==> src/inc/cmp_pkg.sv <==
// Purpose: Constants and carriers for the comparator control logic.
// Assumes: One 125 MHz core clock, synchronous active-low reset.
// Notes:   Register indices are local to this block's plain register port.
package cmp_pkg;

    localparam int          ADDR_W         = 2;
    localparam int          DATA_W         = 8;
    localparam int          CHAN_N         = 8;

    localparam logic [1:0]  IDX_CSR        = 2'h0;
    localparam logic [1:0]  IDX_SFC        = 2'h1;
    localparam logic [1:0]  IDX_IRQ_STAT   = 2'h2;
    localparam logic [1:0]  IDX_IRQ_MASK   = 2'h3;

    localparam int          CSR_DISABLE    = 7;
    localparam int          CSR_BANDGAP    = 6;
    localparam int          CSR_RESULT     = 5;
    localparam int          CSR_FLAG       = 4;
    localparam int          CSR_IRQ_EN     = 3;
    localparam int          CSR_CAPTURE    = 2;
    localparam int          CSR_MODE_HI    = 1;
    localparam int          CSR_MODE_LO    = 0;
    localparam int          SFC_MUX_EN     = 3;
    localparam logic [7:0]  SFC_WMASK      = 8'hEF;

    localparam logic [7:0]  CSR_RESET      = 8'h00;
    localparam logic [7:0]  SFC_RESET      = 8'h00;

    localparam int          ST_RISE        = 0;
    localparam int          ST_FALL        = 1;
    localparam logic [1:0]  ST_RESET       = 2'h0;

    typedef enum logic [1:0] {
        MODE_TOGGLE   = 2'b00,
        MODE_RESERVED = 2'b01,
        MODE_FALLING  = 2'b10,
        MODE_RISING   = 2'b11
    } edge_mode_e;

    typedef struct packed {
        logic                disable_cmp;
        logic                bandgap_select;
        logic                irq_enable;
        logic                capture_route_enable;
        edge_mode_e          mode;
    } csr_ctrl_s;

    typedef struct packed {
        logic                neg_mux_enable;
        logic                converter_enable;
        logic [2:0]          channel_select;
        logic                use_mux;
    } neg_sel_s;

endpackage : cmp_pkg

==> src/logic/comparator_control.sv <==
// Purpose: Register file, input selection and event logic around an analog comparator.
// Assumes: Analog decision arrives as a digital level cmp_raw from the analog cell.
// Notes:   Register port answers reads one cycle after the read strobe.
//
// Added by the designer: the register offsets and the address-and-strobe port.
`timescale 1ns/1ns
`default_nettype none
module comparator_control
(
    input  wire logic                       clk,
    input  wire logic                       rst_n,
    input  wire logic [cmp_pkg::ADDR_W-1:0] addr,
    input  wire logic [cmp_pkg::DATA_W-1:0] wdata,
    input  wire logic                       wr_stb,
    input  wire logic                       rd_stb,
    output logic      [cmp_pkg::DATA_W-1:0] rdata,
    input  wire logic                       cmp_raw,
    input  wire logic                       converter_enable,
    input  wire logic [2:0]                 channel_select,
    input  wire logic                       global_irq_enable,
    input  wire logic                       vector_taken,
    output logic                            comparator_power_on,
    output logic                            pos_bandgap_sel,
    output logic                            neg_mux_sel,
    output logic      [2:0]                 neg_channel,
    output logic                            capture_in,
    output logic                            comparator_irq,
    output logic                            event_irq
);

    // ************************************************************
    // Registers
    // ************************************************************
    cmp_pkg::csr_ctrl_s     ctrl_q;
    logic                   flag_q;
    logic [7:0]             sfc_q;
    logic [1:0]             stat_q;
    logic [1:0]             mask_q;
    logic [7:0]             rdata_q;
    logic                   result;
    logic                   rise;
    logic                   fall;
    logic                   hit;
    cmp_pkg::neg_sel_s      neg;

    function automatic logic mode_hit(input cmp_pkg::edge_mode_e m, input logic r, input logic f);
        case (m)
            cmp_pkg::MODE_TOGGLE:  mode_hit = r | f;
            cmp_pkg::MODE_FALLING: mode_hit = f;
            cmp_pkg::MODE_RISING:  mode_hit = r;
            default:               mode_hit = 1'b0;
        endcase
    endfunction : mode_hit

    wire wr_csr  = wr_stb && addr == cmp_pkg::IDX_CSR;
    wire wr_sfc  = wr_stb && addr == cmp_pkg::IDX_SFC;
    wire wr_mask = wr_stb && addr == cmp_pkg::IDX_IRQ_MASK;
    wire rd_stat = rd_stb && addr == cmp_pkg::IDX_IRQ_STAT;

    // ************************************************************
    // Synchroniser and edge classification
    // ************************************************************
    edge_detect u_edge
    (
        .clk      (clk),
        .rst_n    (rst_n),
        .raw_in   (cmp_raw),
        .sync_out (result),
        .rise     (rise),
        .fall     (fall)
    );

    // Flag events are ignored while the comparator is powered down, since its output is meaningless then; stat_q still records edges.
    assign hit = mode_hit(ctrl_q.mode, rise, fall) & ~ctrl_q.disable_cmp;

    always_ff @(posedge clk)
    begin
        if (!rst_n)
        begin
            ctrl_q <= cmp_pkg::csr_ctrl_s'(6'h00);
        end
        else if (wr_csr)
        begin
            ctrl_q.disable_cmp          <= wdata[cmp_pkg::CSR_DISABLE];
            ctrl_q.bandgap_select       <= wdata[cmp_pkg::CSR_BANDGAP];
            ctrl_q.irq_enable           <= wdata[cmp_pkg::CSR_IRQ_EN];
            ctrl_q.capture_route_enable <= wdata[cmp_pkg::CSR_CAPTURE];
            ctrl_q.mode <= cmp_pkg::edge_mode_e'(wdata[cmp_pkg::CSR_MODE_HI:cmp_pkg::CSR_MODE_LO]);
        end
    end

    // A new event wins over a clear in the same cycle.
    always_ff @(posedge clk)
    begin
        if (!rst_n)
            flag_q <= 1'b0;
        else if (hit)
            flag_q <= 1'b1;
        else if (vector_taken || (wr_csr && wdata[cmp_pkg::CSR_FLAG]))
            flag_q <= 1'b0;
    end

    always_ff @(posedge clk)
    begin
        if (!rst_n)
            sfc_q <= cmp_pkg::SFC_RESET;
        else if (wr_sfc)
            sfc_q <= wdata & cmp_pkg::SFC_WMASK;
    end

    // ************************************************************
    // Sticky status and mask for the raw edge events
    // ************************************************************
    always_ff @(posedge clk)
    begin
        if (!rst_n)
            stat_q <= cmp_pkg::ST_RESET;
        else
        begin
            stat_q[cmp_pkg::ST_RISE] <= rise | (stat_q[cmp_pkg::ST_RISE] & ~rd_stat);
            stat_q[cmp_pkg::ST_FALL] <= fall | (stat_q[cmp_pkg::ST_FALL] & ~rd_stat);
        end
    end

    always_ff @(posedge clk)
    begin
        if (!rst_n)
            mask_q <= cmp_pkg::ST_RESET;
        else if (wr_mask)
            mask_q <= wdata[1:0];
    end

    // ************************************************************
    // Read port
    // ************************************************************
    always_ff @(posedge clk)
    begin
        if (!rst_n)
            rdata_q <= 8'h00;
        else if (rd_stb)
        begin
            if (addr == cmp_pkg::IDX_CSR)
                rdata_q <= {ctrl_q.disable_cmp, ctrl_q.bandgap_select, result, flag_q,
                            ctrl_q.irq_enable, ctrl_q.capture_route_enable, ctrl_q.mode};
            else if (addr == cmp_pkg::IDX_SFC)
                rdata_q <= sfc_q;
            else if (addr == cmp_pkg::IDX_IRQ_STAT)
                rdata_q <= {6'h00, stat_q};
            else
                rdata_q <= {6'h00, mask_q};
        end
        else
            rdata_q <= 8'h00;
    end

    // ************************************************************
    // Analog selections and outputs
    // ************************************************************
    assign neg.neg_mux_enable   = sfc_q[cmp_pkg::SFC_MUX_EN];
    assign neg.converter_enable = converter_enable;
    assign neg.channel_select   = channel_select;
    assign neg.use_mux          = neg.neg_mux_enable & ~neg.converter_enable;

    assign rdata               = rdata_q;
    assign comparator_power_on = ~ctrl_q.disable_cmp;
    assign pos_bandgap_sel     = ctrl_q.bandgap_select;
    assign neg_mux_sel         = neg.use_mux;
    assign neg_channel         = neg.use_mux ? neg.channel_select : 3'h0;
    assign capture_in          = ctrl_q.capture_route_enable & result;
    assign comparator_irq      = flag_q & ctrl_q.irq_enable & global_irq_enable;
    assign event_irq           = |(stat_q & mask_q);

endmodule : comparator_control
`default_nettype wire

==> src/logic/edge_detect.sv <==
// Purpose: Synchronise the raw comparator decision and classify its edges.
// Assumes: Raw input is asynchronous to clk.
// Notes:   Output lags the input by one to two clocks.
`timescale 1ns/1ns
`default_nettype none
module edge_detect
(
    input  wire logic clk,
    input  wire logic rst_n,
    input  wire logic raw_in,
    output logic      sync_out,
    output logic      rise,
    output logic      fall
);
    logic meta_q;
    logic sync_q;
    logic prev_q;

    always_ff @(posedge clk)
    begin
        if (!rst_n)
        begin
            meta_q <= 1'b0;
            sync_q <= 1'b0;
        end
        else
        begin
            meta_q <= raw_in;
            sync_q <= meta_q;
        end
    end

    always_ff @(posedge clk)
    begin
        if (!rst_n)
            prev_q <= 1'b0;
        else
            prev_q <= sync_q;
    end

    assign sync_out = sync_q;
    assign rise     = sync_q & ~prev_q;
    assign fall     = ~sync_q & prev_q;
endmodule : edge_detect
`default_nettype wire

==> config.mk <==
export PLATFORM = sky130hd
export DESIGN_NAME = comparator_control
export DESIGN_NICKNAME = d
export VERILOG_FILES = /design/src/inc/cmp_pkg.sv /design/src/logic/comparator_control.sv /design/src/logic/edge_detect.sv
export SDC_FILE = /design/constraint.sdc
export NUM_CORES = 1
export LEC_CHECK = 0
export ABC_CLOCK_PERIOD_IN_PS = 2200
export BUFFER_PORTS_ARGS = -buffer_cell sky130_fd_sc_hd__buf_4
export CELL_PAD_IN_SITES_DETAIL_PLACEMENT = 1
export CELL_PAD_IN_SITES_GLOBAL_PLACEMENT = 2
export CORE_MARGIN = 4
export CORE_UTILIZATION = 33
export DETAILED_ROUTE_END_ITERATION = 8
export PLACE_DENSITY_LB_ADDON = 0.1
export SETUP_SLACK_MARGIN = 0.2
export SYNTH_ARGS = -nofsm -noshare
export SYNTH_HDL_FRONTEND = slang
export SYNTH_SLANG_ARGS = --single-unit
==> constraint.sdc <==
create_clock -name clk -period 2.2 [get_ports clk]
set_input_delay 0.11 -clock clk [delete_from_list [all_inputs] [get_ports clk]]
set_output_delay 0.11 -clock clk [all_outputs]
set_load 0.01 [all_outputs]
==> impl_metrics.env <==
export IMPL_core_area_um2=3440
export IMPL_maxCapViolCount=0
export IMPL_routed_wl_um=2680
export IMPL_crit_path_top_delay_cell="dfxtp_1"
export IMPL_cts_resized_gates=0
export IMPL_yosysWarningCount=0
export IMPL_rsz0062_at_grt="false"
export IMPL_clock_path_buffers=2
export IMPL_synth_fa_ha_area_frac=0.0206
export IMPL_syn_nets=134
export IMPL_cts_root_buf="clkbuf_8"
export IMPL_final_hold_viol_count=0
export IMPL_fill_cells=390
export IMPL_outcome="finished, final reports clean"
export IMPL_die_x_um=68.7
export IMPL_hp_class="input port to flop"
export IMPL_pre_cts_ws_ns=0.620
export IMPL_synth_compound_gate_area_share=0.0216
export IMPL_die_h_um=68.7
export IMPL_path_cells="inv_1, ha_1, mux2_4, and4_4, or3_1"
export IMPL_fin_crit_sh=0.711
export IMPL_ys_seq_elements=29
export IMPL_num_nets_final=173
export IMPL_grt_pass1_wl_um=4340
export IMPL_ir_worst_vdd_mv=0.450
export IMPL_crit_fanout=5
export IMPL_cellLeakagePower_nw=0.739
export IMPL_multiInputGateArea_um2=591
export IMPL_vias=920
export IMPL_synth_top_family_by_area="simple AND/OR/NAND/NOR gates"
export IMPL_drv_slew=0
export IMPL_die_area_um2=4720
export IMPL_synthMuxAreaShare=0.217
export IMPL_synth_seq_area_share=0.478
export IMPL_fin_ws_ns=0.635
export IMPL_track_usage=0.128
export IMPL_antennaDiodeCount=0
export IMPL_hpwlAfterDp_um=1980
export IMPL_drc_errors=0
export IMPL_cp_arrival_ns=1.73
export IMPL_ctsHoldBuffers=0
export IMPL_critPathCaptureType="flop"
export IMPL_cp_required_ns=2.36
export IMPL_htree_num_levels=2
export IMPL_cts_tree="built"
export IMPL_max_stage_delay_ns=0.38
export IMPL_powerDensity_nw_per_um2=662
export IMPL_min_period_ns=1.56
export IMPL_boundaryPins=38
export IMPL_routed_via_density=4.67
export IMPL_finalSetupTns_ns=0
export IMPL_avgRoutedWirePerCell_um=13.6
export IMPL_dr_first_iter_drc_count=35
export IMPL_avgSynthCellArea_um2=10.9
export IMPL_syn_to_final_growth_pct=32.3
export IMPL_ys_async_sr_fraction=0
export IMPL_cp_start_kind="flop"
export IMPL_cp_num_buf_inv=1
export IMPL_initial_core_util=0.353
export IMPL_regArea_um2=581
export IMPL_synth_edf_count=0
export IMPL_syn_inst=111
export IMPL_synth_xor_area_share=0
export IMPL_power_w=0.00106
export IMPL_rows=21
export IMPL_portBuffers=37
export IMPL_fmax_mhz=639
export IMPL_drive_gt1_frac=0.325
export IMPL_max_slew_margin_rel=0.629
export IMPL_worst_pin_slew_ns=0.555
export IMPL_synth_distinct_cells=25
export IMPL_synth_cell_area_um2=1210
export IMPL_finalSetupViolations=0
export IMPL_clkTransAtPathRegs_ns=0.06
export IMPL_gp_congestion=0.707
export IMPL_finalClockSkew_ns=0.00726
export IMPL_overflow=0
export IMPL_post_cts_buffers=0
export IMPL_crit_type="flop to flop"
export IMPL_synth_ff_type="dfxtp_1"
export IMPL_clock_latency_ns=0.27
export IMPL_drt_first_pass_iters=4
export IMPL_cts_made_buffers=5
export IMPL_synth_simple_area_share=0.227
export IMPL_ant_nets=0
export IMPL_clock_sinks=29
export IMPL_grt_max_degree=27
export IMPL_grt_pass1_vias=919
export IMPL_grt_antenna_before_repair=0
export IMPL_cp_top_family="simple AND/OR/NAND/NOR gates"
==> power breakdown <==
group	internal (W)	switching, W
registers	0.000541	0.00000983
clock network	0.000218	0.000193
logic	0.0000592	0.0000436
==> state kept, by name, summed over array words and instances, names as in the netlist <==
signal,flops
stat_q,2
mask_q,2
u_edge.meta_q,1
ctrl_q,5
u_edge.prev_q,1
pos_bandgap_sel,1
rdata,8
sfc_q,7
flag_q,1
u_edge.sync_out,1
==> through the flow <==
step                hold slack (ns)  cell area [um2]  instances   util
floorplan                     0.237             1210        111      -
global placement              0.320             1530        189  0.443
detailed placement            0.322             1530        189  0.443
CTS                          0.0364             1610        197  0.467
global route                 0.0334             1610        197  0.467
finish                       0.0445             1610        197  0.467
==> cell usage in the layout (no fill, tap or decap) <==
cell      instances
clkinv_2          2
nand3b_1          3
clkbuf_8          5
a21oi_1           2
mux2_4            1
and2_1            7
nor3_1            1
nand2_1           1
mux2i_1          20
and3_1            4
a22o_1            1
or3_1             1
nor2_1            5
ha_1              2
nor2b_1          18
mux4_2            1
clkbuf_1          1
nand3_1           1
dfxtp_1          29
nor4b_1           1
inv_1             3
and4_4            1
buf_4            38
nor3b_2           1
mux4_1            1
a211oi_1          1
==> cells in the mapped netlist, types with 2 or more instances <==
cell | n | area share
buf_2 | 2 | 0.0082
dfxtp_1 | 29 | 0.48
and2_1 | 7 | 0.036
nand3b_1 | 3 | 0.019
and3_1 | 4 | 0.021
nor2b_1 | 18 | 0.093
ha_1 | 2 | 0.021
buf_4 | 2 | 0.012
clkbuf_1 | 2 | 0.0062
a21oi_1 | 2 | 0.0082
mux2i_1 | 20 | 0.16
inv_1 | 3 | 0.0093
nor2_1 | 5 | 0.015
==> cell families after synthesis <==
| logic type | Yosys count |
|---|---|
| fa+ha+maj | 2 |
| compound gates | 4 |
| buf+inv | 9 |
| mux | 23 |
| flops | 29 |
| simple gates | 44 |
==> worst paths after layout <==
check / slack [ns] / cells past startpoint / from / endpoint
hold / removal: 0.04 / 2 / cmp_raw / u_edge.meta_q
hold reg to reg: 0.42 / 1 / u_edge.meta_q / u_edge.sync_out
setup reg to reg: 0.64 / 5 / u_edge.sync_out / flag_q
setup / recovery: 0.64 / 5 / u_edge.sync_out / flag_q
==> worst reg2reg max path, stage by stage (launching register included) <==
cell and delay [ns]:
dfxtp_1 0.38, inv_1 0.06, ha_1 0.20, mux2_4 0.27
and4_4 0.18, or3_1 0.35
==> metal layers <==
layer,track usage,vias to the layer above,routed length [um]
met5,0,-,0
met1,0.153,425,1190
li1,-,454,-
met4,0.0447,0,27
met2,0.205,36,1190
met3,0.0519,5,269
==> area by class of cell <==
type	instances	area share
multi-input cells	73	0.367
inverters	3	0.00700
clock buffers	6	0.0451
clock inverters	2	0.00623
flip-flops and latches	29	0.361
well taps	46	0.0358
repair buffers	38	0.177
No activity file was read; power rests on OpenSTA's default activity.
